`src/gpio_pin_config_bank_defs.vh`:
```
// Constants for the pin configuration bank of pins 2.1 to 3.1
//
// Summary of operation
// - Bit 0 one means input, zero output
// - Bit 1 one inverts pin value
// - Bit 7 one open-drain, zero push-pull
// - Bit 2 one routes pin to alternate
// - Pin 2.1 select: drive, edge, kbc, gpio
// - Pin 2.2 select: motor, edge, kbc, gpio
// - Offset 2E reserved, reads zero
// - Pin 2.4 has no alternate function
// - Pin 2.5 alternate feeds music receive
// - Pin 2.6 alternate driven by music transmit
// - Pin 2.7 alternate carries management interrupt
// - Pin 3.0 alternate feeds fan sense 2
// - Pin 3.1 alternate feeds fan sense 1
`ifndef GPIO_PIN_CONFIG_BANK_DEFS_VH
`define GPIO_PIN_CONFIG_BANK_DEFS_VH

// ==========================================================
// Register offsets
`define OFF_PIN_2_1 8'h2C
`define OFF_PIN_2_2 8'h2D
`define OFF_RSVD_2E 8'h2E
`define OFF_PIN_2_4 8'h2F
`define OFF_PIN_2_5 8'h30
`define OFF_PIN_2_6 8'h31
`define OFF_PIN_2_7 8'h32
`define OFF_PIN_3_0 8'h33
`define OFF_PIN_3_1 8'h34
`define OFF_GPIO_DATA 8'h40
`define OFF_IRQ_STATUS 8'h41
`define OFF_IRQ_MASK 8'h42

// ==========================================================
// Field positions
`define BIT_DIR 0
`define BIT_POL 1
`define BIT_ALT 2
`define BIT_ALT_HI 3
`define BIT_OD 7

// ==========================================================
// Writable bit masks and reset values
`define MASK_SINGLE 8'h87
`define MASK_DOUBLE 8'h8F
`define MASK_NO_ALT 8'h83
`define RST_CONFIG 8'h01
`define RST_ZERO 8'h00

// ==========================================================
// Two-bit alternate select codes
`define SEL_FLOPPY 2'h3
`define SEL_EDGE 2'h2
`define SEL_KBC 2'h1
`define SEL_GPIO 2'h0

`endif

```
`src/gpio_pin_config_bank.v`:
```
// Configuration bank and pin muxing for pins 2.1 through 3.1
//
// The strobed register port was decided locally.
`timescale 1ns/1ps
`default_nettype none
`include "gpio_pin_config_bank_defs.vh"

module gpio_pin_config_bank (
  input wire i_core_clk,
  input wire i_sys_rst,
  // Register port
  input wire [7:0] i_addr,
  input wire [7:0] i_wdata,
  input wire i_wr,
  input wire i_rd,
  output reg [7:0] o_rdata,
  output wire o_irq,
  // Pins, index 0..7 = 2.1 2.2 2.4 2.5 2.6 2.7 3.0 3.1
  input wire [7:0] i_pin_in,
  output wire [7:0] o_pin_out,
  output wire [7:0] o_pin_oe,
  // Alternate function sources
  input wire i_floppy_drive_select_1_n,
  input wire i_floppy_motor_select_1_n,
  input wire i_kbc_port_line_6,
  input wire i_kbc_port_line_2,
  input wire i_music_serial_transmit,
  input wire i_sys_mgmt_irq_n,
  // Alternate function sinks
  output reg o_kbc_port_line_6,
  output reg o_kbc_port_line_2,
  output reg o_music_serial_receive,
  output reg o_fan_speed_sense_1,
  output reg o_fan_speed_sense_2
);

  // ========================================================
  // Constant tables
  // All eight pins share one register layout; only the
  // alternate select differs: two bits on 2.1 and 2.2, none on 2.4.
  localparam NPIN = 8;

  // Offsets packed low pin first
  localparam [63:0] OFFS = {
    `OFF_PIN_3_1, `OFF_PIN_3_0, `OFF_PIN_2_7, `OFF_PIN_2_6,
    `OFF_PIN_2_5, `OFF_PIN_2_4, `OFF_PIN_2_2, `OFF_PIN_2_1
  };

  // Writable bits per pin, same packing
  localparam [63:0] MASKS = {
    `MASK_SINGLE, `MASK_SINGLE, `MASK_SINGLE, `MASK_SINGLE,
    `MASK_SINGLE, `MASK_NO_ALT, `MASK_DOUBLE, `MASK_DOUBLE
  };

  // ========================================================
  // Register storage
  reg [7:0] cfg_q [0:NPIN-1]; // Per pin configuration
  // The data register is split: writes set the output
  // levels, reads return the pins as the core sees them.
  reg [7:0] gpio_out_q; // Output data for plain pins
  reg [1:0] status_q; // Sticky edge flags
  reg [1:0] mask_q; // Interrupt enables
  reg [7:0] rdata_d; // Read mux result

  wire [NPIN-1:0] hit; // Config register address match
  wire [NPIN-1:0] pin_val; // Synced pin after polarity
  reg [NPIN-1:0] drive; // Wants to drive the pin
  reg [NPIN-1:0] data; // Logical level to drive

  wire hit_data; // Data register match
  wire hit_stat; // Status register match
  wire hit_mask; // Mask register match

  assign hit_data = (i_addr == `OFF_GPIO_DATA);
  assign hit_stat = (i_addr == `OFF_IRQ_STATUS);
  assign hit_mask = (i_addr == `OFF_IRQ_MASK);

  // ========================================================
  // Configuration registers, one per pin
  genvar k;
  generate
    for (k = 0; k < NPIN; k = k + 1) begin : g_cfg
      assign hit[k] = (i_addr == OFFS[k*8 +: 8]);

      // Reserved bits are dropped on the way in
      // Writes take effect at the strobe edge, no wait
      always @(posedge i_core_clk or posedge i_sys_rst) begin
        if (i_sys_rst) begin
          cfg_q[k] <= `RST_CONFIG;
        end else if (i_wr && hit[k]) begin
          cfg_q[k] <= i_wdata & MASKS[k*8 +: 8];
        end
      end

      // Pin driver cell
      gpio_pin_cell u_cell (
        .i_core_clk(i_core_clk),
        .i_sys_rst(i_sys_rst),
        .i_pin_in(i_pin_in[k]),
        .i_drive(drive[k]),
        .i_data(data[k]),
        .i_pol(cfg_q[k][`BIT_POL]),
        .i_od(cfg_q[k][`BIT_OD]),
        .o_pin_out(o_pin_out[k]),
        .o_pin_oe(o_pin_oe[k]),
        .o_value(pin_val[k])
      );
    end
  endgenerate

  // ========================================================
  // Select fields
  wire [1:0] sel0; // Pin 2.1 two-bit select
  wire [1:0] sel1; // Pin 2.2 two-bit select
  wire [NPIN-1:0] alt; // Single-bit alternate enables
  wire [NPIN-1:0] dir_out; // Plain direction is output

  // Bits 3:2 only exist on pins 2.1 and 2.2; bit 2 of
  // pin 2.4 is masked on write, so alt[2] stays low.
  assign sel0 = cfg_q[0][`BIT_ALT_HI:`BIT_ALT];
  assign sel1 = cfg_q[1][`BIT_ALT_HI:`BIT_ALT];

  generate
    for (k = 0; k < NPIN; k = k + 1) begin : g_alt
      assign alt[k] = cfg_q[k][`BIT_ALT];
      assign dir_out[k] = ~cfg_q[k][`BIT_DIR];
    end
  endgenerate

  // ========================================================
  // Pin direction and data mux
  // Floppy, transmit and interrupt outputs drive regardless of
  // bit 0 and alternate inputs never drive, so a stale direction
  // cannot fight the far end of the wire there; keyboard mode
  // still drives only while bit 0 selects output.
  always @* begin
    drive = dir_out;
    data = gpio_out_q;
    // Pin 2.1
    case (sel0)
      `SEL_FLOPPY: begin
        drive[0] = 1'b1;
        data[0] = i_floppy_drive_select_1_n;
      end
      `SEL_EDGE: begin
        drive[0] = 1'b0;
      end
      `SEL_KBC: begin
        data[0] = i_kbc_port_line_6;
      end
      default: begin
        data[0] = gpio_out_q[0];
      end
    endcase
    // Pin 2.2
    case (sel1)
      `SEL_FLOPPY: begin
        drive[1] = 1'b1;
        data[1] = i_floppy_motor_select_1_n;
      end
      `SEL_EDGE: begin
        drive[1] = 1'b0;
      end
      `SEL_KBC: begin
        data[1] = i_kbc_port_line_2;
      end
      default: begin
        data[1] = gpio_out_q[1];
      end
    endcase
    // Pin 2.4 stays plain, bit 2 cannot be set
    drive[2] = dir_out[2];
    // Pin 2.5 becomes a receive input
    if (alt[3]) begin
      drive[3] = 1'b0;
    end
    // Pin 2.6 carries transmit data
    if (alt[4]) begin
      drive[4] = 1'b1;
      data[4] = i_music_serial_transmit;
    end
    // Pin 2.7 carries the management interrupt
    if (alt[5]) begin
      drive[5] = 1'b1;
      data[5] = i_sys_mgmt_irq_n;
    end
    // Fan sense pins are inputs only
    if (alt[6]) begin
      drive[6] = 1'b0;
    end
    if (alt[7]) begin
      drive[7] = 1'b0;
    end
  end

  // ========================================================
  // Alternate input routing
  // Idle levels are chosen so an unrouted sink looks quiet:
  // serial line high, fan sense low, keyboard lines high.
  // Registering the sinks costs one cycle but keeps
  // decode glitches away from the consumers.
  always @(posedge i_core_clk or posedge i_sys_rst) begin
    if (i_sys_rst) begin
      o_kbc_port_line_6 <= 1'b1;
      o_kbc_port_line_2 <= 1'b1;
      o_music_serial_receive <= 1'b1;
      o_fan_speed_sense_1 <= 1'b0;
      o_fan_speed_sense_2 <= 1'b0;
    end else begin
      // Keyboard lines read back the pin
      if (sel0 == `SEL_KBC) begin
        o_kbc_port_line_6 <= pin_val[0];
      end else begin
        o_kbc_port_line_6 <= 1'b1;
      end
      if (sel1 == `SEL_KBC) begin
        o_kbc_port_line_2 <= pin_val[1];
      end else begin
        o_kbc_port_line_2 <= 1'b1;
      end
      // Music receive
      if (alt[3]) begin
        o_music_serial_receive <= pin_val[3];
      end else begin
        o_music_serial_receive <= 1'b1;
      end
      // Fan sense 2 on pin 3.0
      if (alt[6]) begin
        o_fan_speed_sense_2 <= pin_val[6];
      end else begin
        o_fan_speed_sense_2 <= 1'b0;
      end
      // Fan sense 1 on pin 3.1
      if (alt[7]) begin
        o_fan_speed_sense_1 <= pin_val[7];
      end else begin
        o_fan_speed_sense_1 <= 1'b0;
      end
    end
  end

  // ========================================================
  // Either-edge detection
  // Only pins 2.1 and 2.2 offer the edge mode, so two
  // detectors cover every interrupt source of the bank.
  reg [1:0] prev_q; // Last seen level of pins 2.1, 2.2
  reg [1:0] edge_arm_q; // Edge mode held last cycle
  wire [1:0] edge_mode; // Edge mode selected now
  wire [1:0] edge_evt; // One-cycle edge events

  assign edge_mode[0] = (sel0 == `SEL_EDGE);
  assign edge_mode[1] = (sel1 == `SEL_EDGE);

  // Arming one cycle late stops a mode switch from
  // comparing against a level taken in another mode.
  assign edge_evt = edge_mode & edge_arm_q &
                    (pin_val[1:0] ^ prev_q);

  // Previous level and arm tracking
  always @(posedge i_core_clk or posedge i_sys_rst) begin
    if (i_sys_rst) begin
      prev_q <= 2'h0;
      edge_arm_q <= 2'h0;
    end else begin
      prev_q <= pin_val[1:0];
      edge_arm_q <= edge_mode;
    end
  end

  // ========================================================
  // Sticky status, write one to clear
  // A new edge in the clearing cycle survives the clear.
  // Bits 7:2 do not exist and always read zero.
  always @(posedge i_core_clk or posedge i_sys_rst) begin
    if (i_sys_rst) begin
      status_q <= 2'h0;
    end else if (i_wr && hit_stat) begin
      status_q <= (status_q & ~i_wdata[1:0]) | edge_evt;
    end else begin
      status_q <= status_q | edge_evt;
    end
  end

  // ========================================================
  // Mask and output data registers
  // Only bits 1:0 of the mask exist, one per edge pin
  always @(posedge i_core_clk or posedge i_sys_rst) begin
    if (i_sys_rst) begin
      mask_q <= 2'h0;
      gpio_out_q <= `RST_ZERO;
    end else if (i_wr) begin
      if (hit_mask) begin
        mask_q <= i_wdata[1:0];
      end
      if (hit_data) begin
        gpio_out_q <= i_wdata;
      end
    end
  end

  // Level interrupt from any unmasked flag
  // Combinational, so a mask write acts at once
  assign o_irq = |(status_q & mask_q);

  // ========================================================
  // Read mux
  integer j;
  always @* begin
    rdata_d = 8'h00;
    // Reserved slot and unmapped reads fall through as zero
    // Later tests override earlier ones; the address
    // ranges never overlap, so the order is only for reading.
    for (j = 0; j < NPIN; j = j + 1) begin
      if (i_addr == OFFS[j*8 +: 8]) begin
        rdata_d = cfg_q[j];
      end
    end
    if (i_addr == `OFF_RSVD_2E) begin
      rdata_d = 8'h00;
    end
    if (hit_data) begin
      rdata_d = pin_val;
    end
    if (hit_stat) begin
      rdata_d = {6'h00, status_q};
    end
    if (hit_mask) begin
      rdata_d = {6'h00, mask_q};
    end
  end

  // Read data valid only the cycle after the strobe
  // Zero between reads, so a stale byte is never taken
  // for a fresh answer.
  always @(posedge i_core_clk or posedge i_sys_rst) begin
    if (i_sys_rst) begin
      o_rdata <= 8'h00;
    end else if (i_rd) begin
      o_rdata <= rdata_d;
    end else begin
      o_rdata <= 8'h00;
    end
  end

endmodule

`default_nettype wire

```
`src/gpio_pin_cell.v`:
```
// One configurable pin: input synchroniser, polarity and driver type
`timescale 1ns/1ps
`default_nettype none

module gpio_pin_cell (
  input wire i_core_clk,
  input wire i_sys_rst,
  input wire i_pin_in,
  input wire i_drive,
  input wire i_data,
  input wire i_pol,
  input wire i_od,
  output reg o_pin_out,
  output reg o_pin_oe,
  output wire o_value
);

  // ========================================================
  // Input synchroniser
  reg sync1_q; // First stage, read only by second
  reg sync2_q; // Stable pin level

  // Two flops since the pin is asynchronous
  always @(posedge i_core_clk or posedge i_sys_rst) begin
    if (i_sys_rst) begin
      sync1_q <= 1'b0;
      sync2_q <= 1'b0;
    end else begin
      sync1_q <= i_pin_in;
      sync2_q <= sync1_q;
    end
  end

  // Inversion sits between logic and pin
  assign o_value = sync2_q ^ i_pol;

  // ========================================================
  // Output driver
  wire level; // Level to put on the pin
  assign level = i_data ^ i_pol;

  // Registered so the pin never glitches on decode
  always @(posedge i_core_clk or posedge i_sys_rst) begin
    if (i_sys_rst) begin
      o_pin_out <= 1'b0;
      o_pin_oe <= 1'b0;
    end else if (i_od) begin
      // Open drain only ever pulls low
      o_pin_out <= 1'b0;
      o_pin_oe <= i_drive & ~level;
    end else begin
      // Push-pull drives both levels
      o_pin_out <= level;
      o_pin_oe <= i_drive;
    end
  end

endmodule

`default_nettype wire

```
`config.mk`:
```
export PLATFORM = sky130hd
export DESIGN_NAME = gpio_pin_config_bank
export DESIGN_NICKNAME = d
export VERILOG_FILES = /design/src/gpio_pin_config_bank.v /design/src/gpio_pin_cell.v
export VERILOG_INCLUDE_DIRS = /design/src /design/src/src
export SDC_FILE = /design/constraint.sdc
export NUM_CORES = 1
export LEC_CHECK = 0
export ABC_AREA = 1
export BUFFER_PORTS_ARGS = -buffer_cell sky130_fd_sc_hd__buf_4
export CAP_MARGIN = 20
export CORE_UTILIZATION = 40
export DETAILED_ROUTE_END_ITERATION = 8
export HOLD_SLACK_MARGIN = 0.1
export PLACE_DENSITY = 0.62
export SYNTH_ARGS = -nofsm -noshare
export SYNTH_HDL_FRONTEND = slang
export SYNTH_SLANG_ARGS = --single-unit
```
`constraint.sdc`:
```
create_clock -name i_core_clk -period 3.2 [get_ports i_core_clk]
set_input_delay 0.32 -clock i_core_clk [delete_from_list [all_inputs] [get_ports i_core_clk]]
set_output_delay 0.32 -clock i_core_clk [all_outputs]
set_load 0.1 [all_outputs]
```
==> results of run 1 <==
==> where the power goes <==
group / total (mW) / switching, mW / internal [mW]
combinational: 0.417 / 0.306 / 0.111
clock: 0.802 / 0.419 / 0.383
sequential: 1.29 / 0.0379 / 1.26
==> metrics by stage <==
step	power, mW	hold slack, ns	utilization	instance area [um2]	instances
final	2.51	0.190	0.498	4890	648
after CTS	2.53	0.179	0.498	4890	648
after detailed placement	1.73	0.336	0.468	4600	623
after global placement	1.72	0.331	0.468	4600	623
after floorplan	1.63	0.331	-	4080	446
after global routing	2.61	0.188	0.498	4890	648
==> synth_stat cells <==
| library cell | number | area, um2 |
|---|---|---|
| nand3_1 | 16 | 80.1 |
| o21ai_0 | 53 | 265 |
| o22ai_1 | 4 | 25.0 |
| nand2_1 | 105 | 394 |
| nor2_4 | 4 | 45.0 |
| a21oi_1 | 10 | 50.1 |
| a21boi_0 | 1 | 7.51 |
| o211ai_1 | 1 | 7.51 |
| nand2_2 | 5 | 31.3 |
| mux2_2 | 1 | 11.3 |
| or2_0 | 2 | 12.5 |
| o21bai_1 | 1 | 7.51 |
| xnor2_1 | 15 | 131 |
| clkbuf_1 | 3 | 11.3 |
| nor4_4 | 1 | 21.3 |
| o31ai_1 | 1 | 7.51 |
| inv_2 | 2 | 7.51 |
| buf_4 | 16 | 120 |
| dfstp_2 | 11 | 289 |
| o21ai_1 | 2 | 10.0 |
| inv_1 | 59 | 221 |
| nor2_1 | 33 | 124 |
| dfrtp_1 | 83 | 2080 |
| nand2_4 | 1 | 11.3 |
| or2_2 | 5 | 31.3 |
| o2111ai_1 | 2 | 17.5 |
| xor2_1 | 1 | 8.76 |
| nand4_1 | 5 | 31.3 |
| nor3_1 | 2 | 10.0 |
| buf_6 | 1 | 11.3 |
==> area by class of cell <==
class / instances / area, um2
Multi-Input combinational cell: 271 / 1340
Tap cell: 133 / 166
Sequential cell: 94 / 2370
Clock buffer: 11 / 141
Inverter: 61 / 230
Timing Repair Buffer: 73 / 583
Clock inverter: 5 / 58.8
Fill cell: 971 / 4930
==> worst max-delay path: cells and delay by family, from the launching register on <==
family,cells,cell delay (ns)
AOI/OAI and AO/OA,1,0.19
DFF,1,0.36
buffers and inverters,2,0.38
==> flip-flops by register name, summed over array words and instances, names as in the netlist <==
| register | flops |
|---|---|
| mask_q | 2 |
| o_kbc_port_line_2 | 1 |
| gpio_out_q | 8 |
| o_kbc_port_line_6 | 1 |
| prev_q | 2 |
| cfg_q | 26 |
| o_fan_speed_sense_2 | 1 |
| alt | 7 |
| g_cfg.u_cell.o_pin_oe | 8 |
| o_rdata | 8 |
| g_cfg.u_cell.sync1_q | 8 |
| g_cfg.u_cell.sync2_q | 8 |
| o_music_serial_receive | 1 |
| o_fan_speed_sense_1 | 1 |
| edge_arm_q | 2 |
| g_cfg.u_cell.o_pin_out | 8 |
| status_q | 2 |
==> final timing paths <==
check                                          end  slack (ns)  cells past startpoint
min in group asynchronous               o_rdata[5]        0.57                      3
setup reg to reg                        o_rdata[1]        1.79                      8
hold / removal                       gpio_out_q[6]        0.19                      2
setup / recovery                             o_irq        1.58                      3
hold reg to reg            g_cfg[5].u_cell.sync2_q        0.35                      0
max in group asynchronous   o_music_serial_receive        1.86                      4
==> kinds of logic (layout without fill, tap and decap cells) <==
family / Yosys count / in the layout / synth area share
AOI/OAI and AO/OA: 75 / 75 / 0.0975
xor gates and xnor gates: 16 / 16 / 0.0344
buffers and inverters: 81 / 150 / 0.0911
DFF: 94 / 94 / 0.580
muxes: 1 / 1 / 0.00276
and+or+nand+nor: 179 / 179 / 0.194
==> layout by cell type, fill, tap and decap left out, types with 4 or more instances in the layout <==
cell type | Yosys | routed
dfstp_2 | 11 | 11
dlygate4sd3_1 | 0 | 9
nand2_1 | 105 | 105
buf_4 | 16 | 63
o22ai_1 | 4 | 4
o21ai_0 | 53 | 53
a21oi_1 | 10 | 10
nand4_1 | 5 | 5
nor2_4 | 4 | 4
nand3_1 | 16 | 16
nor2_1 | 33 | 33
dfrtp_1 | 83 | 83
inv_1 | 59 | 58
nand2_2 | 5 | 5
or2_2 | 5 | 5
xnor2_1 | 15 | 15
clkbuf_8 | 0 | 10
==> metal layers <==
metal / wire [um] / GRT usage / part of all wire / up-vias
met5: 0 / 0 / 0 / -
met4: 169 / 0.0834 / 0.018 / 0
met3: 429 / 0.0285 / 0.046 / 11
met2: 4080 / 0.283 / 0.44 / 78
met1: 4580 / 0.278 / 0.49 / 1457
li1: - / - / - / 1519
==> timing repair <==
item,4_1_cts,5_1_grt
hold endpoints to repair,39,0
hold buffers,9,0
resized for setup,0,0
==> metrics, run 1 <==
status=complete, no violations; Fin. Hold Viols=0; # IOs=64; Vias=3065; gr usage total=0.191; DRT antenna net count=0; maximum clock insertion buffer count=2; Setup Skew=0.0145 ns; CP arrival=around 1.3 ns; CTS H-tree depth=3; Die Area=between 10000 and 15000 um2; Initial Utilization=0.415; CTS tree=done; worst slew pin tran=roughly 0.65 ns; hold wc startpoint=i_wdata[6]; Leak=2.28 nW; Placement Setup Slack=1.31 ns; CP startpoint kind=flop; Setup Fix Bufs, Post-CTS=0; Mapped Area=4080 um2; worst r2r src=cfg_q[17]; crit-path max FO=2; Layout area overhead=19.8%; GR Overflow Total=0; DRC errors left=0; count of final setup violators=0; CTS root buf=clkbuf_8; Cell variety after synth=30; area of the core=9820 um2; # diodes=0; Pins Over Slew Limit=0; final net count=~540; kind of critical path=flop to output port; average routed wire per standard cell=~14 um; CTS Buf Count=9; Final Worst Setup Slack=about 1.6 ns; slowest CP cell=dfrtp_1; row cnt=36; Slew HR=0.563; yosys warns=0; final worst-path cycle share=0.507; CP Capture Type=output port; Critical path origin=mask_q[1]; vias per std cell=approximately 4.7; initial antenna violation count=0; Mapped Cells=446; Die Width=103 um; hpwl dp=between 6000 and 7000 um; Die Y=103 um; setup TNS=0 ns; pwr/cell area=514 nW/um2; pin count of the biggest net entering global routing=59; syn_nets=480; Max VDD drop=255 uV; clk sink count=94; Clock Latency Late Sink=0.37 ns; Synth Area per Inst=9.15 um2; unrepaired setup endpoints after global routing=false; max_cap viols=0; initial drt markers=81; 1st-pass router iterations=5; vias in the first global route=2920; peak per-stage delay on the critical path=about 0.36 ns; post-route minimum period=between 1.5 and 2 ns; fmax=just over 0.6 GHz; post-synthesis sequential area ratio=0.580; first-pass GRT wire length=14800 um; Seq cells post-synth=94; crit-path cells=inv_1 > o21ai_0 > buf_4; worst endpoint required time=2.88 ns; CTS clk-pin slew, worst paths=0.09 ns; GP Congestion=between 0.8 and 0.9; I/O Buffers=63; Hold WC Path Type=input port to flop; share of cells above drive strength 1=0.214; drt total wl=between 9000 and 10000 um
Note: power is estimated with default switching activity, not from simulation.
==> run 2: changes to the inputs <==
clock period = 1.6 ns   (was 3.2 ns; I/O delays follow)
==> metrics, run 2 (same netlist as run 1, synthesis figures left out) <==
peak per-stage delay on the critical path=roughly 0.46 ns; total chip power=roughly 5 mW; Non-Filler Instances=~660; hpwl dp=between 6000 and 7000 um; hold path endpoint=gpio_out_q[3]; status=complete, no violations; final net count=around 550; pin count of the biggest net entering global routing=95; DRT antenna net count=0; Hold WC Path Type=input port to flop; # diodes=0; worst r2r dst=status_q[0]; row cnt=36; Die Y=approximately 100 um; R2R Setup Slk=0.19 ns; crit-path cells=xnor2_1 > inv_1 > or2_2 > nand4_1 > nand2_1; pwr/cell area=just over 1000 nW/um2; CP top delay family=simple AND/OR/NAND/NOR gates; Clk pwr share=0.329; initial antenna violation count=0; GP Congestion=0.933; initial drt markers=151; P_int=3.60 mW; CP arrival=between 1.5 and 2 ns; crit-path max FO=4; critical path depth=5; Reg power frac=0.506; CTS Buf Count=9; post-route minimum period=1.41 ns; count of final setup violators=0; worst slew pin tran=0.508 ns; Fillers=957; 1st-pass router iterations=5; switching portion of total power=0.297; commonest non-fill, non-tap cell in the layout=nand2_1; drt total wl=about 9200 um; clk sink count=94; Pins Over Slew Limit=0; CTS tree=done; Die Width=103 um; Fin. Hold Viols=0; post-layout util=0.508; gr usage total=0.189; hold wc startpoint=i_wdata[3]; Post-Place Cell Area=between 4000 and 5000 um2; GR Overflow Total=0; CTS clk-pin slew, worst paths=~0.09 ns; worst r2r src=cfg_q[57]; max_cap viols=0; average routed wire per standard cell=between 10 and 15 um; final worst-path cycle share=0.881; Inst Count DP=between 600 and 700; fmax=around 0.71 GHz; Worst Reg-to-Reg Cells=5; Placement Setup Slack=-0.0575 ns; Crit path buffers/inverters=1; kind of critical path=flop to flop; vias in the first global route=just under 3000; CTS resizes=0; Clock Latency Late Sink=0.37 ns; share of cells above drive strength 1=0.223; CTS H-tree depth=3; worst endpoint required time=about 1.9 ns; Biggest register=cfg_q; Final Worst Setup Slack=0.190 ns; maximum clock insertion buffer count=2; switching power=approximately 1.5 mW; # IOs=64; CP Capture Type=flop; Hold Path Cell Cnt=3; Max VDD drop=about 360 uV; Initial Utilization=0.415; Vias=between 3000 and 4000; first-pass GRT wire length=14600 um; highest-count cells in the layout ignoring fill and taps=nand2_1 (105), dfrtp_1 (83), buf_4 (69), inv_1 (58), o21ai_0 (52); Layout area overhead=22.4%; slowest CP cell=dfrtp_1; Logic pwr share=0.166; Slew HR=0.661; Setup Skew=approximately 0.011 ns; Leak=between 2 and 2.5 nW; Final Instance Area=between 4000 and 5000 um2; DRC errors left=0; I/O Buffers=63; CTS root buf=clkbuf_8; vias per std cell=around 4.6; Die Area=10600 um2; CP startpoint kind=flop; max reg flops=26; area of the core=between 9000 and 10000 um2; unrepaired setup endpoints after global routing=false
run 2: tightest hold or removal path, delay by kind of cell:
kind	cells	cell delay (ns)
AO/OA/AOI/OAI	1	0.13
buffers and inverters	2	0.15
run 2: metrics by stage:
stage | setup TNS (ns) | hold WS (ns)
after global placement | -0.0970 | 0.270
after floorplan | -0.281 | 0.191
after global routing | 0 | 0.133
after detailed placement | -0.0610 | 0.270
after CTS | 0 | 0.113
final | 0 | 0.115
run 2: how the worst max path moves through the flow:
stage / startpoint / to / slack [ns]
floorplan: mask_q[1] / o_irq / -0.28
global placement: i_addr[6] / o_rdata[0] / -0.08
detailed placement: i_addr[1] / o_rdata[0] / -0.06
CTS: mask_q[1] / o_irq / 0.20
global route: cfg_q[57] / o_rdata[1] / 0.11
finish: cfg_q[57] / status_q[0] / 0.19
run 2: area by class of cell:
cell class,instances,area [um2],area share
Clock buffer,12,165,0.0331
Sequential cell,94,2370,0.474
Clock inverter,4,52.6,0.0105
Multi-Input combinational cell,271,1340,0.269
Tap cell,133,166,0.0333
Timing Repair Buffer,83,668,0.134
Inverter,61,233,0.0466
run 2: metal layers:
layer  global-route usage  wire [um]
met5                    0          0
met4                0.106        274
met3               0.0264        385
met2                0.277       4030
met1                0.268       4470
run 2: power by group through the flow:
stage / Combinational, mW / Clock, mW / Sequential [mW]
finish: 0.848 / 1.68 / 2.59
global route: 0.909 / 1.79 / 2.60
CTS: 0.858 / 1.71 / 2.59
detailed placement: 0.831 / 0 / 2.63
global placement: 0.824 / 0 / 2.63
floorplan: 0.627 / 0 / 2.64
run 2: repair_timing:
action,4_1_cts,5_1_grt
hold endpoints to repair,95,0
setup buffers,0,0
hold buffers,13,0
==> run 3: changes to the inputs <==
REMOVE_ABC_BUFFERS = 1   (was default)
==> metrics, run 3 (same netlist as run 1, synthesis figures left out) <==
DRT antenna net count=0; switching power=roughly 1.5 mW; vias per std cell=approximately 4.7; CP startpoint kind=flop; final worst-path cycle share=0.966; CP Capture Type=output port; crit-path max FO=2; initial drt markers=about 130; final net count=approximately 550; Multi-input gate area=between 1000 and 1500 um2; GR Overflow Total=0; Slew HR=0.663; Biggest register=cfg_q; pwr/cell area=977 nW/um2; CP arrival=1.39 ns; fmax=around 0.65 GHz; post-layout util=0.503; vias in the first global route=roughly 3000; # IOs=64; slowest CP cell=dfrtp_1; Die Area=10600 um2; CTS root buf=clkbuf_8; pin count of the biggest net entering global routing=95; GP Congestion=roughly 0.85; first-pass GRT wire length=14900 um; total chip power=slightly below 5 mW; P_int=3.34 mW; Register Area=roughly 2400 um2; worst slew pin tran=between 0.5 and 0.6 ns; drt total wl=9170 um; CTS Buf Count=9; Final Hold Slack=approximately 0.1 ns; Hold WC Path Type=input port to flop; # diodes=0; Die Y=a little over 100 um; Layout area overhead=21.1%; Clock Latency Late Sink=approximately 0.36 ns; Post-Place Cell Area=about 4600 um2; Setup Skew=roughly 0.014 ns; initial antenna violation count=0; Max VDD drop=~540 uV; max reg flops=26; Clk pwr share=0.289; crit-path cells=inv_1 > o21ai_0 > buf_4; highest-count cells in the layout ignoring fill and taps=nand2_1 (105), dfrtp_1 (83), buf_4 (69), inv_1 (58), o21ai_0 (53); clk sink count=94; status=complete, no violations; CTS clk-pin slew, worst paths=~0.090 ns; kind of critical path=flop to output port; Pins Over Slew Limit=0; Die Width=between 100 and 150 um; Reg power frac=0.537; CTS tree=done; maximum clock insertion buffer count=2; commonest non-fill, non-tap cell in the layout=nand2_1; share of cells above drive strength 1=0.219; Fillers=roughly 1000; Initial Utilization=0.415; DRC errors left=0; Leak=approximately 2.3 nW; worst endpoint required time=about 1.4 ns; worst r2r src=cfg_q[57]; Critical path origin=mask_q[1]; Logic pwr share=0.174; max_cap viols=0; I/O Buffers=63; switching portion of total power=0.307; area of the core=just under 10000 um2; gr usage total=0.191; CTS H-tree depth=3; unrepaired setup endpoints after global routing=false; hold wc startpoint=i_wdata[3]; Final Instance Area=between 4000 and 5000 um2; peak per-stage delay on the critical path=around 0.37 ns; 1st-pass router iterations=6; Setup Fix Bufs, Post-CTS=0; Vias=~3100; hpwl dp=approximately 6500 um; row cnt=36; count of final setup violators=0; average routed wire per standard cell=13.9 um; Fin. Hold Viols=0; post-route minimum period=1.55 ns
==> run 3: cell types whose count changed in the layout (fill, tap and decap cells not counted), sizes merged <==
cell	before	now
clkinv	2	4
inv	61	60
bufinv	1	0
==> run 3: power by group through the flow <==
stage               Sequential [mW]  Combinational [mW]  Clock [mW]
finish                         2.59               0.840        1.40
global route                   2.61               0.904        1.53
CTS                            2.59               0.849        1.44
detailed placement             2.63               0.822           0
global placement               2.63               0.817           0
floorplan                      2.96               0.238           0
==> run 3: stage by stage <==
step	std cells	worst slack [ns]	setup TNS (ns)
final	658	0.0538	0
after global routing	658	0.0381	0
after floorplan	426	-1.04	-87.24
after global placement	629	0.0367	0
after CTS	658	0.0772	0
after detailed placement	629	0.0301	0
==> run 3: cell type report <==
cell class                      count  share of cell area
Clock inverter                      4             0.00456
Tap cell                          133              0.0337
Inverter                           61              0.0466
Clock buffer                       12              0.0294
Multi-Input combinational cell    271               0.272
Timing Repair Buffer               83               0.135
Sequential cell                    94               0.479
==> run 3: repair_timing <==
action	in CTS	in global routing
endpoints found under the hold margin	96	0
gates resized for setup	0	0
hold buffers	13	0
==> run 3: worst paths after layout <==
| kind | end | slack (ns) | cells past startpoint |
|---|---|---|---|
| worst max-delay path | o_irq | 0.05 | 3 |
| worst min-delay path | gpio_out_q[3] | 0.1 | 3 |
| worst max register to register | status_q[0] | 0.22 | 5 |
| worst min register to register | g_cfg[0].u_cell.sync2_q | 0.35 | 0 |
| max in group asynchronous | o_music_serial_receive | 0.73 | 4 |
| min in group asynchronous | g_cfg[2].u_cell.o_pin_oe | 0.45 | 4 |
==> run 3: critical path: cells and delay by family (launching register included) <==
| kind | cells | cell delay, ns |
|---|---|---|
| compound gates | 1 | 0.25 |
| buf+inv | 2 | 0.41 |
| flops | 1 | 0.37 |
==> run 3: per-layer routing <==
layer  share of wire  routed length, um  up-vias  GRT usage
li1                -                  -     1538          -
met1            0.49               4460     1453      0.273
met2            0.47               4300       66      0.295
met3           0.036                326        5     0.0393
met4          0.0083                 76        0     0.0542
met5               0                  0        -          0
